File: src/shared/dod_pkg.sv
// Purpose: shared constants and types of the opcode decode front
// Assumes: 16-bit instruction words, one word per valid strobe
// Notes: opcode patterns, field positions and cycle figures live here
package dod_pkg;

  // field positions in the first word
  localparam int TOP_NIB_MSB = 15;
  localparam int TOP_NIB_LSB = 12;
  localparam int SHIFT_HI_MSB = 11;
  localparam int SHIFT_HI_LSB = 8;
  localparam int SEL_MSB = 9;
  localparam int SEL_LSB = 8;
  localparam int STATE_MSB = 7;
  localparam int STATE_LSB = 4;
  localparam int MASK_MSB = 3;
  localparam int MASK_LSB = 0;

  // top nibbles
  localparam logic [3:0] NIB_ADD_SHIFT = 4'h2;
  localparam logic [3:0] NIB_COND_BRANCH = 4'he;

  // top bytes
  localparam logic [7:0] BYTE_ADD_CARRY = 8'h60;
  localparam logic [7:0] BYTE_ADD_HIGH = 8'h61;
  localparam logic [7:0] BYTE_ADD_LOW_NSE = 8'h62;
  localparam logic [7:0] BYTE_ADD_SHIFT_TEMP = 8'h63;
  localparam logic [7:0] BYTE_AND_MEM = 8'h6e;
  localparam logic [7:0] BYTE_AUX_ADD_IMM = 8'h78;
  localparam logic [7:0] BYTE_BRANCH = 8'h79;
  localparam logic [7:0] BYTE_BRANCH_AUX_NZ = 8'h7b;
  localparam logic [7:0] BYTE_ADD_SHORT_IMM = 8'hb8;
  localparam logic [7:0] BYTE_MISC = 8'hbe;
  localparam logic [7:0] BYTE_LONG_IMM = 8'hbf;

  // low bytes under the misc top byte
  localparam logic [7:0] LOW_MAGNITUDE = 8'h00;
  localparam logic [7:0] LOW_PROD_ADD = 8'h04;
  localparam logic [7:0] LOW_BRANCH_ACCUM = 8'h20;
  localparam logic [7:0] LOW_AND_LONG_16 = 8'h81;

  // third nibble under the long immediate top byte
  localparam logic [3:0] NIB3_ADD_LONG = 4'h9;
  localparam logic [3:0] NIB3_AND_LONG = 4'hb;

  // fixed shift of the and-long-by-16 form
  localparam logic [4:0] SHIFT_SIXTEEN = 5'h10;

  // condition select codes
  localparam logic [1:0] SEL_IO_LOW = 2'h0;
  localparam logic [1:0] SEL_TC_SET = 2'h1;
  localparam logic [1:0] SEL_TC_CLEAR = 2'h2;
  localparam logic [1:0] SEL_NONE = 2'h3;

  // execution cycles
  localparam logic [2:0] CYC_ONE = 3'h1;
  localparam logic [2:0] CYC_TWO = 3'h2;
  localparam logic [2:0] CYC_THREE = 3'h3;
  localparam logic [2:0] CYC_FOUR = 3'h4;

  typedef enum logic [4:0] {
    OP_NONE = 5'h00,
    OP_MAGNITUDE = 5'h01,
    OP_ADD_SHIFT = 5'h02,
    OP_ADD_HIGH = 5'h03,
    OP_ADD_CARRY = 5'h04,
    OP_ADD_SHORT_IMM = 5'h05,
    OP_ADD_LONG_IMM = 5'h06,
    OP_ADD_LOW_NSE = 5'h07,
    OP_ADD_SHIFT_TEMP = 5'h08,
    OP_AUX_ADD_IMM = 5'h09,
    OP_AND_MEM = 5'h0a,
    OP_AND_LONG_SHIFT = 5'h0b,
    OP_AND_LONG_16 = 5'h0c,
    OP_PROD_ADD = 5'h0d,
    OP_BRANCH = 5'h0e,
    OP_BRANCH_ACCUM = 5'h0f,
    OP_BRANCH_AUX_NZ = 5'h10,
    OP_COND_BRANCH = 5'h11
  } dod_op_type;

  typedef enum logic [1:0] {
    ST_FIRST = 2'b00,
    ST_SECOND = 2'b01
  } dod_fsm_type;

  // live processor conditions, msb to lsb: zero, negative, overflow, carry
  typedef struct packed {
    logic accumZero;
    logic accumNeg;
    logic overflow;
    logic carry;
  } dod_cond_type;

  typedef struct packed {
    dod_op_type op;
    logic [4:0] shiftAmt;
    logic shiftByTemp;
    logic [7:0] lowByte;
    logic [15:0] secondWord;
    logic twoWord;
    logic isBranch;
    logic condMet;
    logic [2:0] cyclesTaken;
    logic [2:0] cyclesNotTaken;
  } dod_dec_type;

  localparam dod_dec_type DEC_RESET = '0;

endpackage

File: src/hdl/dod_cond_eval.sv
// Purpose: evaluate the select bits and the mask/state condition field
// Assumes: all inputs on the core clock, io level already synchronised
// Notes: purely combinational
`timescale 1ns/100ps
module dod_cond_eval (
  // instruction fields
  input wire logic [1:0] selBits,
  input wire logic [3:0] maskBits,
  input wire logic [3:0] stateBits,
  // live conditions
  input wire dod_pkg::dod_cond_type live,
  input wire logic testControlFlag,
  input wire logic ioLow,
  // result
  output logic met
);
  import dod_pkg::*;

  logic selHit;
  logic [3:0] matchBits;

  always_comb begin
    case (selBits)
      SEL_IO_LOW: selHit = ioLow;
      SEL_TC_SET: selHit = testControlFlag;
      SEL_TC_CLEAR: selHit = ~testControlFlag;
      default: selHit = 1'b0;
    endcase
  end

  // a position counts when live state equals the required state
  assign matchBits = ~(stateBits ^ live);
  // mask gates the positions; any surviving bit meets the condition
  assign met = selHit | (|(maskBits & matchBits));

endmodule

File: src/hdl/dod_decode_front.sv
// Functional notes
// - select 00 io low, 01 flag set, 10 clear, 11 none
// - condition field order zero, negative, overflow, carry
// - low four bits mask the tested conditions
// - bits seven to four give required states
// - mask ANDed with conditions; any bit meets
// - be00 decodes as accumulator magnitude
// - top nibble 2 add_low_no_sign_ext_op shifted memory operand
// - 61 add_low_no_sign_ext_op to high half, 60 add_low_no_sign_ext_op carry
// - b8 add_low_no_sign_ext_op eight-bit short immediate
// - bf9x two-word add of shifted constant
// - 62 add_low_no_sign_ext_op without sign extension; 63 temp shift
// - 78 add_low_no_sign_ext_op immediate to auxiliary register
// - 6e ands memory; bfbx two-word shifted and
// - be81 two-word and, constant shifted sixteen
// - be04 add_low_no_sign_ext_op product register to accumulator
// - be20 branches to accumulator address
// - 7b two-word branch on auxiliary nonzero
// - e0-e3 two-word conditional branch, select bits 9-8
// - e3 low byte picks accumulator/status test
// - e000 branches on io status low
//
// Purpose: decode the first group of the 16-bit instruction set
// Assumes: program memory strobes words with instrValid on sys_clk
// Notes: two-word forms hold their first word until the second arrives
`timescale 1ns/100ps
module dod_decode_front (
  // clock and reset
  input wire logic sys_clk,
  input wire logic nrst,
  // instruction stream
  input wire logic instrValid,
  input wire logic [15:0] instrWord,
  // processor state
  input wire dod_pkg::dod_cond_type liveCond,
  input wire logic testControlFlag,
  input wire logic auxNonzero,
  // external pin, asynchronous, active low condition
  input wire logic ioStatusPin,
  // decode result
  output logic decValid,
  output dod_pkg::dod_dec_type decInfo,
  output logic decUnknown,
  output logic waitSecond
);
  import dod_pkg::*;

  typedef struct packed {
    dod_fsm_type fsm;
    logic [1:0] ioSync;
    dod_dec_type pend;
    logic decValid;
    dod_dec_type dec;
    logic unknown;
    logic waitSecond;
  } dod_state_type;

  dod_state_type state_r;
  dod_state_type state_nxt;

  logic condMet;
  logic ioLow;
  logic [7:0] topByte;
  logic [3:0] topNib;
  logic [3:0] nib3;
  dod_dec_type firstDec;
  logic firstKnown;

  // the pin is low-true; only the second sync stage is read
  assign ioLow = ~state_r.ioSync[1];
  assign topByte = instrWord[15:8];
  assign topNib = instrWord[TOP_NIB_MSB:TOP_NIB_LSB];
  assign nib3 = instrWord[7:4];

  dod_cond_eval u_cond (
    .selBits(instrWord[SEL_MSB:SEL_LSB]),
    .maskBits(instrWord[MASK_MSB:MASK_LSB]),
    .stateBits(instrWord[STATE_MSB:STATE_LSB]),
    .live(liveCond),
    .testControlFlag(testControlFlag),
    .ioLow(ioLow),
    .met(condMet)
  );

  // decode of a first word; conditions are sampled with this word
  always_comb begin
    firstDec = DEC_RESET;
    firstKnown = 1'b1;
    firstDec.lowByte = instrWord[7:0];
    firstDec.cyclesTaken = CYC_ONE;
    firstDec.cyclesNotTaken = CYC_ONE;
    if (topNib == NIB_ADD_SHIFT) begin
      firstDec.op = OP_ADD_SHIFT;
      firstDec.shiftAmt = {1'b0, instrWord[SHIFT_HI_MSB:SHIFT_HI_LSB]};
    end else if (topNib == NIB_COND_BRANCH && instrWord[11:10] == 2'b00) begin
      // select code in bits 9-8 (bits 11-10 zero), mask/state in the low byte
      firstDec.op = OP_COND_BRANCH;
      firstDec.twoWord = 1'b1;
      firstDec.isBranch = 1'b1;
      firstDec.condMet = condMet;
      firstDec.cyclesTaken = CYC_FOUR;
      if (instrWord[11:0] == 12'h000) begin
        firstDec.cyclesNotTaken = CYC_THREE;
      end else begin
        firstDec.cyclesNotTaken = CYC_TWO;
      end
    end else begin
      case (topByte)
        BYTE_ADD_CARRY: begin
          firstDec.op = OP_ADD_CARRY;
        end
        BYTE_ADD_HIGH: begin
          firstDec.op = OP_ADD_HIGH;
        end
        BYTE_ADD_LOW_NSE: begin
          firstDec.op = OP_ADD_LOW_NSE;
        end
        BYTE_ADD_SHIFT_TEMP: begin
          firstDec.op = OP_ADD_SHIFT_TEMP;
          firstDec.shiftByTemp = 1'b1;
        end
        BYTE_AND_MEM: begin
          firstDec.op = OP_AND_MEM;
        end
        BYTE_AUX_ADD_IMM: begin
          firstDec.op = OP_AUX_ADD_IMM;
        end
        BYTE_ADD_SHORT_IMM: begin
          firstDec.op = OP_ADD_SHORT_IMM;
        end
        BYTE_BRANCH: begin
          firstDec.op = OP_BRANCH;
          firstDec.twoWord = 1'b1;
          firstDec.isBranch = 1'b1;
          firstDec.condMet = 1'b1;
          firstDec.cyclesTaken = CYC_FOUR;
          firstDec.cyclesNotTaken = CYC_FOUR;
        end
        BYTE_BRANCH_AUX_NZ: begin
          firstDec.op = OP_BRANCH_AUX_NZ;
          firstDec.twoWord = 1'b1;
          firstDec.isBranch = 1'b1;
          firstDec.condMet = auxNonzero;
          firstDec.cyclesTaken = CYC_FOUR;
          firstDec.cyclesNotTaken = CYC_TWO;
        end
        BYTE_LONG_IMM: begin
          firstDec.shiftAmt = {1'b0, instrWord[3:0]};
          firstDec.twoWord = 1'b1;
          firstDec.cyclesTaken = CYC_TWO;
          firstDec.cyclesNotTaken = CYC_TWO;
          if (nib3 == NIB3_ADD_LONG) begin
            firstDec.op = OP_ADD_LONG_IMM;
          end else if (nib3 == NIB3_AND_LONG) begin
            firstDec.op = OP_AND_LONG_SHIFT;
          end else begin
            firstDec.op = OP_NONE;
            firstDec.twoWord = 1'b0;
            firstKnown = 1'b0;
          end
        end
        BYTE_MISC: begin
          case (instrWord[7:0])
            LOW_MAGNITUDE: begin
              firstDec.op = OP_MAGNITUDE;
            end
            LOW_PROD_ADD: begin
              firstDec.op = OP_PROD_ADD;
            end
            LOW_BRANCH_ACCUM: begin
              firstDec.op = OP_BRANCH_ACCUM;
              firstDec.isBranch = 1'b1;
              firstDec.condMet = 1'b1;
              firstDec.cyclesTaken = CYC_FOUR;
              firstDec.cyclesNotTaken = CYC_FOUR;
            end
            LOW_AND_LONG_16: begin
              firstDec.op = OP_AND_LONG_16;
              firstDec.shiftAmt = SHIFT_SIXTEEN;
              firstDec.twoWord = 1'b1;
              firstDec.cyclesTaken = CYC_TWO;
              firstDec.cyclesNotTaken = CYC_TWO;
            end
            default: begin
              firstDec.op = OP_NONE;
              firstKnown = 1'b0;
            end
          endcase
        end
        default: begin
          firstDec.op = OP_NONE;
          firstKnown = 1'b0;
        end
      endcase
    end
  end

  // sequencing of one- and two-word forms
  always_comb begin
    state_nxt = state_r;
    state_nxt.ioSync = {state_r.ioSync[0], ioStatusPin};
    state_nxt.decValid = 1'b0;
    case (state_r.fsm)
      ST_FIRST: begin
        if (instrValid) begin
          if (firstDec.twoWord) begin
            // hold the first word's decode; nothing is announced yet
            state_nxt.pend = firstDec;
            state_nxt.fsm = ST_SECOND;
            state_nxt.waitSecond = 1'b1;
          end else begin
            state_nxt.dec = firstDec;
            state_nxt.unknown = ~firstKnown;
            state_nxt.decValid = 1'b1;
          end
        end
      end
      ST_SECOND: begin
        if (instrValid) begin
          // second word is the constant or the branch target
          state_nxt.dec = state_r.pend;
          state_nxt.dec.secondWord = instrWord;
          state_nxt.unknown = 1'b0;
          state_nxt.decValid = 1'b1;
          state_nxt.fsm = ST_FIRST;
          state_nxt.waitSecond = 1'b0;
        end
      end
      default: begin
        state_nxt.fsm = ST_FIRST;
        state_nxt.waitSecond = 1'b0;
      end
    endcase
  end

  always_ff @(posedge sys_clk) begin
    if (!nrst) begin
      state_r.fsm <= ST_FIRST;
      state_r.ioSync <= 2'h3;
      state_r.pend <= DEC_RESET;
      state_r.decValid <= 1'b0;
      state_r.dec <= DEC_RESET;
      state_r.unknown <= 1'b0;
      state_r.waitSecond <= 1'b0;
    end else begin
      state_r <= state_nxt;
    end
  end

  assign decValid = state_r.decValid;
  assign decInfo = state_r.dec;
  assign decUnknown = state_r.unknown;
  assign waitSecond = state_r.waitSecond;

endmodule

File: config.mk
export PLATFORM = sky130hd
export DESIGN_NAME = dod_decode_front
export DESIGN_NICKNAME = d
export VERILOG_FILES = /design/src/shared/dod_pkg.sv /design/src/hdl/dod_cond_eval.sv /design/src/hdl/dod_decode_front.sv
export SDC_FILE = /design/constraint.sdc
export NUM_CORES = 1
export LEC_CHECK = 0
export BUFFER_PORTS_ARGS = -buffer_cell sky130_fd_sc_hd__buf_4
export CAP_MARGIN = 30
export CELL_PAD_IN_SITES_DETAIL_PLACEMENT = 1
export CELL_PAD_IN_SITES_GLOBAL_PLACEMENT = 1
export CORE_MARGIN = 2
export CORE_UTILIZATION = 38
export DETAILED_ROUTE_END_ITERATION = 8
export PLACE_DENSITY_LB_ADDON = 0.1
export SYNTH_ARGS = -nofsm -noshare
export SYNTH_HDL_FRONTEND = slang
export SYNTH_SLANG_ARGS = --single-unit
File: constraint.sdc
create_clock -name sys_clk -period 3.2 [get_ports sys_clk]
set_clock_uncertainty 0.1 [all_clocks]
set_input_delay 0.64 -clock sys_clk [delete_from_list [all_inputs] [get_ports sys_clk]]
set_output_delay 0.64 -clock sys_clk [all_outputs]
set_load 0.01 [all_outputs]
# Word-level counts from Yosys, hierarchy flattened
# Index checks and enable logic that the tools add are counted.
totals:
  register_bits: 79
  in_bits: 26
  out_inout_bits: 47
  elab_cells: 107
op_classes:
  eq_ne: 25
  n_mux: 37
  bitwise_logic: 7
  reduce_logical: 14
op_table:
  columns: ["operator", "count"]
  rows:
  - ["two-way mux 47 bit", 2]
  - ["case mux 46 bit (2 select lines)", 1]
  - ["equality test 8 x 7 -> 1 bit (second input constant)", 8]
  - ["case mux 5 bit (11 select lines)", 1]
  - ["two-way mux 46 bit", 1]
  - ["equality test 8 bit (second input constant)", 4]
  - ["case mux 6 bit (4 select lines)", 1]
  - ["two-way mux 9 bit", 2]
  - ["case mux 4 bit (4 select lines)", 1]
  - ["two-way mux 5 bit", 3]
  - ["equality test 4 bit (second input constant)", 3]
  - ["zero test 12 bit", 1]
  - ["case mux 6 bit (2 select lines)", 1]
  - ["two-way mux 1 bit", 10]
  - ["two-way mux 10 bit", 1]
  - ["case mux 5 bit (2 select lines)", 1]
  - ["case mux 1 bit (3 select lines)", 3]
  - ["OR reduction 9 bit", 1]
  - ["equality test 8 x 3 -> 1 bit (second input constant)", 1]
  - ["equality test 8 x 6 -> 1 bit (second input constant)", 1]
  - ["zero test 8 bit", 1]
  - ["two-way mux 2 bit", 4]
  - ["inequality test 2 bit (second input constant)", 4]
  - ["OR reduction 4 bit", 2]
  - ["other kinds (19)", 25]

# Logic depth before layout (Yosys ltp)
# Gate-level depths: netlist (run 1).
depth:
  word_depth: 10
  depth_mapped: 10
  mapped_depth_nobuf: 6

# By module
# Synthesis (run 1) repeated with hierarchy kept, for this count alone.
unflattened:
  cells_unflattened: 443
  hier_area_um2: 3868.7
by_module_without_submodules:
  columns: ["module", "instances", "cells_each", "area_each_um2", "seq_area_each_um2"]
  rows:
  - ["dod_decode_front", 1, 434, 3797.4, 1561.5]
  - ["dod_cond_eval", 1, 9, 71.3, 0.0]

# Worst setup path before layout (run 1)
# Ideal clock, no wire load.
synth_timing:
  path_type: "input to register"
  startpoint: "in instrWord[14]"
  endpoint: "reg state_r, in the netlist decInfo[39]"
  setup_ns: 0.123
  t_arrival_ns: 2.303
  required_time_ns: 2.977
  setup_slack_ns: 0.674
  path_stages: 9
  n_path_buf: 3
  path_cell_list: "buf_6 nand4b_4 or4_1 clkbuf_2 and4_4 o21a_1 buf_2 o21ai_0 nor2_1"
synth_via:
  elab_chain_cells: 7
  elab_cells_between_ends: 26
  classes_between: "eq/ne (14); mux (9); reduce/logical (3)"
synth_lines:
  columns: ["element", "line", "text"]
  rows:
  - ["start: declaration", "dod_decode_front.sv:33", "input wire logic [15:0] instrWord,"]
  - ["equality test 8 bit (tied with other cells)", "dod_decode_front.sv:108", "case (topByte)"]
  - ["case mux 5 bit (11 select lines) (tied with other cells)", "dod_decode_front.sv:108", null]
  - ["two-way mux 5 bit / case mux 1 bit (3 select lines) (equally long branches)", "dod_decode_front.sv:95, dod_decode_front.sv:108", null]
  - ["two-way mux 10 bit / two-way mux 9 bit (equally long branches)", "dod_decode_front.sv:92, dod_decode_front.sv:95", null]
  - ["two-way mux 46 bit / two-way mux 9 bit (equally long branches)", "dod_decode_front.sv:206, dod_decode_front.sv:92", null]
  - ["two-way mux 47 bit / inequality test 2 bit (equally long branches)", null, null]
  - ["case mux 46 bit (2 select lines) / AND reduction 4 bit (equally long branches)", null, null]
  - ["end signal: assignment", "dod_decode_front.sv:246", "state_r <= state_nxt;"]
  - ["end: declaration", "dod_decode_front.sv:58", "dod_state_type state_r;"]
# Parallel ways exist; a longest one is shown, timed or not. The select of a mux whose other input is x is not followed.
# A chain may end at the register's enable or synchronous reset.

# Worst setup path in the final report (run 1)
layout_timing:
  startpoint: "in instrWord[14]"
  endpoint: "reg state_r, in the netlist decInfo[22]"
layout_via:
  elab_chain_cells: 7
  elab_cells_between_ends: 13
  classes_between: "eq/ne (7); mux (3); reduce/logical (3)"
layout_lines:
  columns: ["element", "line", "text"]
  rows:
  - ["equality test 8 x 7 -> 1 bit", "dod_decode_front.sv:108", null]
  - ["OR reduction 2 bit (no source line)", null, null]
  - ["case mux 1 bit (3 select lines)", "dod_decode_front.sv:108", null]
  - ["two-way mux 9 bit", "dod_decode_front.sv:95", "end else if (topNib == NIB_COND_BRANCH && instrWord[11:10] == 2'b00) begin"]
  - ["two-way mux 9 bit (*)", "dod_decode_front.sv:92", "if (topNib == NIB_ADD_SHIFT) begin"]
  - ["inequality test 2 bit (no source line) (*)", null, null]
  - ["AND reduction 4 bit (no source line) (*)", null, null]
# Every way passes the cells marked *; elsewhere a longest branch is shown, timed or not.

==> results of run 1 <==
[cell families after synthesis]
family | Yosys count
simple gates | 152
flops | 78
compound gates | 119
xor+xnor | 7
buf+inv | 82
[routing by layer]
layer,routed length [µm],vias up,track usage (%)
met4,158,0,6.66
met3,336,14,3.15
met2,4890,60,31.2
met1,5020,1567,26.8
met5,0,-,0
li1,-,1537,-
[worst paths after layout]
check / end / slack, ns / cells after the start
setup / recovery: decInfo[22]$_SDFFE_PN0P_ / 0.70 / 8
hold / removal: state_r[92]$_SDFF_PN1_ / 0.31 / 1
setup reg to reg: decInfo[2]$_SDFFE_PN0P_ / 1.46 / 5
hold reg to reg: state_r[92]$_SDFF_PN1_ / 0.31 / 1
[Yosys cell counts (all sizes together) (5+ instances only)]
library cell and n:
a221oi 16, a21boi 15, nand2 43, o21a 7, o21ai 31, dfxtp 78
a22o 21, clkbuf 18, nor3b 6, nand3 5, xnor2 5, nand2b 5
nor2b 6, nand4 6, buf 61, nor2 43, a21oi 16, nor3 9
[where the power goes]
part	total, mW	internal, mW	switching [mW]
Combinational	0.246	0.106	0.140
Sequential	1.01	0.999	0.0156
Clock	0.775	0.392	0.383
[flip-flops by register name (all words and copies together), names as in the netlist]
name        cells
decUnknown      1
state_r        30
decValid        1
waitSecond      1
decInfo        44
state_nxt       1
[cells in the final DEF (no fill, tap or decap), types with 5 or more instances in the layout]
cell type	Yosys	final
a21boi_0	13	13
a21oi_1	16	16
a221oi_1	16	16
a22o_1	21	21
buf_4	47	83
clkbuf_8	0	10
dfxtp_1	78	78
nand2_1	43	43
nand2b_1	5	5
nand3_1	5	5
nand4_1	6	6
nor2_1	43	43
nor2b_1	6	6
nor3_1	9	9
nor3b_1	6	6
o21a_1	7	7
o21ai_0	26	26
xnor2_1	5	5
[area by class of cell]
type,instances,area share (%)
Multi-Input combinational cell,278,39.5
Timing Repair Buffer,84,15.0
Clock inverter,5,1.55
Tap cell,133,3.89
Clock buffer,11,3.31
Inverter,3,0.263
Sequential cell,78,36.5
==> results.sh, run 1 <==
export IMPL_clock_root_buffer="clkbuf_8"
export IMPL_cp_max_fo=18
export IMPL_die_h_um=104
export IMPL_antenna_found_initial=0
export IMPL_setup_viol=0
export IMPL_power_total_mw=2.04
export IMPL_min_from="state_nxt[92]$_SDFF_PN1_"
export IMPL_leakage_nw=1.72
export IMPL_syn_num_nets=464
export IMPL_synth_top_flop_cell="dfxtp_1"
export IMPL_finalNonFillerCells=592
export IMPL_crit_start="instrWord[14]"
export IMPL_irDropWorstVdd_mv=0.196
export IMPL_cts_num_sinks=78
export IMPL_regArea_um2=1560
export IMPL_grt_pass1_wl_um=16900
export IMPL_firstDrtPassIters=4
export IMPL_die_area_um2=10700
export IMPL_period_needed_ns=2.50
export IMPL_dieWidth_um=104
export IMPL_syn_avg_cell_area_um2=8.59
export IMPL_core_region_area_um2=9680
export IMPL_max_slew_margin_pct=54.5
export IMPL_drt_iter0_drc=153
export IMPL_period_share_pct=78.1
export IMPL_fin_ws_ns=0.700
export IMPL_hold_viol_final=0
export IMPL_slowest_delay_ns=0.67
export IMPL_cap_violations=0
export IMPL_crit_required_ns=3.39
export IMPL_fillerInstances=1144
export IMPL_wl_per_cell_um=17.6
export IMPL_post_cts_resized=0
export IMPL_clock_latency_ns=0.34
export IMPL_grt_max_degree=53
export IMPL_whs_ns=0.313
export IMPL_antenna_cells=0
export IMPL_path_common_cell="buf_4"
export IMPL_synthTopCellsByArea="dfxtp_1, buf_4, a22o_1"
export IMPL_dp_hpwl_um=7280
export IMPL_io_pins=73
export IMPL_drc_errors=0
export IMPL_ys_types=51
export IMPL_endpoint_kind="flop"
export IMPL_max_freq_ghz=0.400
export IMPL_synth_seq_cells=78
export IMPL_numCtsBuffers=9
export IMPL_rsz0062_at_grt="no"
export IMPL_cts_htree_levels=3
export IMPL_clk_pin_slew_worst_paths_ns=0.08
export IMPL_r2r_start="state_r[93]$_SDFFE_PN0P_"
export IMPL_via_count=3178
export IMPL_slowest_stage="or4_1"
export IMPL_synth_top_family_by_area="compound AO/OA/AOI/OAI gates"
export IMPL_dp_cells=576
export IMPL_place_congestion=0.841
export IMPL_vias_per_cell=5.37
export IMPL_synth_xor_area_share_pct=1.63
export IMPL_path_cells="buf_4 > nand4b_4 > or4_1 > and4_4 > o21ai_2 > and2_1 > buf_4 > a22o_1"
export IMPL_synth_area_um2=3760
export IMPL_io_buffers=72
export IMPL_synth_seq_area_share_pct=41.5
export IMPL_first_global_vias=3121
export IMPL_utilization_pct=44.2
export IMPL_synth_top_area_share_pct=41.5
export IMPL_synth_async_reset_ratio_pct=0
export IMPL_criticalPathCategory="input port to flop"
export IMPL_drive_above_1_share_pct=23.3
export IMPL_yosysTopAreaCell="dfxtp_1"
export IMPL_hold_class="flop to flop"
export IMPL_crit_family="simple AND/OR/NAND/NOR gates"
export IMPL_gr_total_overflow=0
export IMPL_grt_usage_pct=19.5
export IMPL_power_density_nw_per_um2=476
export IMPL_yosys_area_share_adder_pct=0
export IMPL_stdcell_area_um2=4280
export IMPL_status="finished clean"
export IMPL_ant_nets=0
export IMPL_yosys_mux_area_fraction_pct=0
export IMPL_tightest_slew_ns=0.682
export IMPL_drv_slew=0
export IMPL_pre_cts_ws_ns=0.350
export IMPL_fin_tns_setup_ns=0
export IMPL_layout_nets=480
export IMPL_num_rows=36
export IMPL_yosys_warnings=0
export IMPL_cts_buffer_depth=2
export IMPL_synthCells=438
export IMPL_syn_to_final_growth_pct=13.7
export IMPL_start_util_pct=38.9
export IMPL_dpl_cell_area_um2=4070
export IMPL_cp_arrival_ns=2.69
export IMPL_tritoncts="yes"
export IMPL_synthSimpleGateAreaFrac_pct=21.0
export IMPL_synth_compound_area_share_pct=22.3
export IMPL_cp_start_kind="input port"
export IMPL_synth_edf_count=0
export IMPL_wirelength_um=10400
export IMPL_hold_buffers=0
export IMPL_critical_path_buf_inv_count=2
export IMPL_post_cts_buffers=0
export IMPL_multi_input_area_um2=1690
No activity file was read; power rests on OpenSTA's default activity.
==> run 2: changes to the inputs <==
--- a/config.mk
+++ b/config.mk
@@ -5,6 +5,7 @@
 export SDC_FILE = /design/constraint.sdc
 export NUM_CORES = 1
 export LEC_CHECK = 0
+export ABC_AREA = 1
 export BUFFER_PORTS_ARGS = -buffer_cell sky130_fd_sc_hd__buf_4
 export CAP_MARGIN = 30
 export CELL_PAD_IN_SITES_DETAIL_PLACEMENT = 1
==> constraint.sdc (replaced) <==
create_clock -name sys_clk -period 2.3 [get_ports sys_clk]
set_clock_uncertainty 0.1 [all_clocks]
set_input_delay 0.46 -clock sys_clk [delete_from_list [all_inputs] [get_ports sys_clk]]
set_output_delay 0.46 -clock sys_clk [all_outputs]
set_load 0.01 [all_outputs]
==> results.sh, run 2 <==
export IMPL_hold_class="input port to flop"
export IMPL_firstDrtPassIters=4
export IMPL_synth_async_reset_ratio_pct=0
export IMPL_regArea_um2=1560
export IMPL_first_global_vias=4209
export IMPL_synth_xor_area_share_pct=0.202
export IMPL_r2r_cells=6
export IMPL_drc_errors=0
export IMPL_period_share_pct=82.1
export IMPL_dieWidth_um=111
export IMPL_tightest_slew_ns=0.503
export IMPL_status="finished clean"
export IMPL_post_cts_resized=0
export IMPL_cts_num_sinks=78
export IMPL_grt_pass1_wl_um=21500
export IMPL_rsz0062_at_grt="no"
export IMPL_syn_avg_cell_area_um2=6.74
export IMPL_tritoncts="yes"
export IMPL_drive_above_1_share_pct=23.8
export IMPL_period_needed_ns=1.89
export IMPL_syn_to_final_growth_pct=20.7
export IMPL_numCtsBuffers=9
export IMPL_largest_reg_flops=44
export IMPL_multi_input_area_um2=2060
export IMPL_yosys_area_share_adder_pct=0
export IMPL_synth_top_area_share_pct=35.9
export IMPL_cap_violations=0
export IMPL_antenna_cells=0
export IMPL_path_common_cell="nor2_1"
export IMPL_clock_root_buffer="clkbuf_16"
export IMPL_yosysTopAreaCell="dfxtp_1"
export IMPL_synthSimpleGateAreaFrac_pct=38.7
export IMPL_wirelength_um=12900
export IMPL_min_to="state_nxt[92]$_SDFF_PN1_"
export IMPL_core_region_area_um2=11300
export IMPL_leakage_nw=2.59
export IMPL_synth_seq_area_share_pct=35.9
export IMPL_synth_top_flop_cell="dfxtp_1"
export IMPL_antenna_found_initial=0
export IMPL_reg2reg_slack_ns=0.41
export IMPL_irDropWorstVdd_mv=0.345
export IMPL_start_util_pct=38.5
export IMPL_syn_num_nets=671
export IMPL_grt_usage_pct=22.1
export IMPL_fin_ws_ns=0.411
export IMPL_io_pins=73
export IMPL_crit_required_ns=2.44
export IMPL_final_common_cell="nand2_1"
export IMPL_gr_total_overflow=0
export IMPL_synth_area_um2=4340
export IMPL_drt_iter0_drc=132
export IMPL_synth_top_family_by_area="simple AND/OR/NAND/NOR gates"
export IMPL_ant_nets=0
export IMPL_whs_path_depth=2
export IMPL_synthTopCellsByArea="dfxtp_1, nand2_1, nor2_1"
export IMPL_endpoint_kind="flop"
export IMPL_yosys_mux_area_fraction_pct=0
export IMPL_grt_max_degree=48
export IMPL_via_count=4014
export IMPL_reg2reg_to="decInfo[35]$_SDFFE_PN0P_"
export IMPL_cts_buffer_depth=2
export IMPL_yosysMostFrequentCell="nand2_1"
export IMPL_layout_nets=719
export IMPL_synth_compound_area_share_pct=8.38
export IMPL_pre_cts_ws_ns=0.0969
export IMPL_die_area_um2=12300
export IMPL_r2r_start="state_r[93]$_SDFFE_PN0P_"
export IMPL_setup_viol=0
export IMPL_vias_per_cell=4.77
export IMPL_drv_slew=0
export IMPL_post_cts_buffers=0
export IMPL_hold_buffers=0
export IMPL_max_slew_margin_pct=66.5
export IMPL_max_freq_ghz=0.529
export IMPL_num_rows=39
export IMPL_synthCells=645
export IMPL_clock_latency_ns=0.35
export IMPL_criticalPathCategory="flop to flop"
export IMPL_slowest_delay_ns=0.43
export IMPL_netlist_top_cells_count="nand2_1, nor2_1, dfxtp_1, inv_1, buf_4"
export IMPL_synth_seq_cells=78
export IMPL_fillerInstances=1491
export IMPL_hold_viol_final=0
export IMPL_cp_max_fo=9
export IMPL_utilization_pct=46.5
export IMPL_whs_ns=0.209
export IMPL_min_from="ioStatusPin"
export IMPL_wl_per_cell_um=15.3
export IMPL_cp_start_kind="flop"
export IMPL_cp_arrival_ns=2.03
export IMPL_path_cells="clkinv_1 > nand4_1 > buf_4 > nor2_1 > nor2_1 > nor2_1"
export IMPL_cts_htree_levels=3
export IMPL_fin_tns_setup_ns=0
export IMPL_place_congestion=0.861
export IMPL_synth_edf_count=0
export IMPL_die_h_um=111
export IMPL_clk_pin_slew_worst_paths_ns=0.06
export IMPL_layout_common_cells="nand2_1, nor2_1, buf_4"
export IMPL_io_buffers=72
export IMPL_dp_hpwl_um=9870
export IMPL_slowest_stage="dfxtp_1"
export IMPL_ys_types=31
export IMPL_power_density_nw_per_um2=646
export IMPL_yosys_warnings=0
-- run 2: changes by cell type after synthesis, sizes merged, moves of 6 or more --
| cell | before | now |
|---|---|---|
| nand2 | 43 | 189 |
| nor2 | 43 | 120 |
| inv | 3 | 63 |
| nand3 | 5 | 43 |
| a22o | 21 | 0 |
| a21oi | 16 | 32 |
| a221oi | 16 | 0 |
| a21boi | 15 | 0 |
| o21a | 7 | 0 |
| clkbuf | 18 | 12 |
| nor2b | 6 | 0 |
| nor3b | 6 | 0 |
-- run 2: kinds of logic after synthesis --
kind of cell,count (synthesis)
buffers and inverters,135
and+or+nand+nor,368
xor gates and xnor gates,1
AOI/OAI and AO/OA,63
DFF,78
-- run 2: worst max-delay path: cells and delay by family (launching register included) --
| family | cells | cell delay [ns] |
|---|---|---|
| DFF | 1 | 0.43 |
| and+or+nand+nor | 4 | 0.64 |
| buffers and inverters | 2 | 0.61 |
-- run 2: report_power, final --
group          total (mW)  leakage, nW  internal [mW]  switching [mW]
combinational       0.380         1.79          0.158           0.223
sequential           1.40        0.634           1.38          0.0202
clock                1.60        0.162           1.01           0.592
-- run 2: routing by layer --
metal	GRT usage (%)	part of all wire, %	vias to the layer above
met5	0	0	-
met4	5.67	1.3	0
met3	4.70	3.1	14
met2	37.2	49	57
met1	28.7	47	1892
li1	-	-	2051
-- run 2: per-stage QoR --
| stage | power (mW) | std cells | instance area, µm² |
|---|---|---|---|
| 2_1_floorplan | 1.67 | 645 | 4340 |
| 3_3_place_gp | 1.81 | 825 | 4910 |
| 3_5_place_dp | 1.82 | 825 | 4910 |
| 4_1_cts | 3.42 | 841 | 5240 |
| 5_1_grt | 3.53 | 841 | 5240 |
| 6_report | 3.39 | 841 | 5240 |
-- run 2: cell type report --
| class | instances | area share, % |
|---|---|---|
| Multi-Input combinational cell | 432 | 39.2 |
| Clock inverter | 5 | 1.55 |
| Inverter | 65 | 4.68 |
| Timing Repair Buffer | 107 | 16.5 |
| Sequential cell | 78 | 29.8 |
| Tap cell | 143 | 3.41 |
| Clock buffer | 11 | 4.82 |
-- run 2: how the worst max path moves through the flow --
stage,from,endpoint,cells after the start
6_report,state_r[93]$_SDFFE_PN0P_,decInfo[35]$_SDFFE_PN0P_,6
5_1_grt,state_r[93]$_SDFFE_PN0P_,decInfo[35]$_SDFFE_PN0P_,6
4_1_cts,state_r[93]$_SDFFE_PN0P_,decInfo[35]$_SDFFE_PN0P_,6
3_5_place_dp,instrWord[8],decInfo[43]$_SDFFE_PN0P_,13
3_3_place_gp,instrWord[5],decInfo[30]$_SDFFE_PN0P_,13
2_1_floorplan,instrWord[5],decInfo[34]$_SDFFE_PN0P_,13
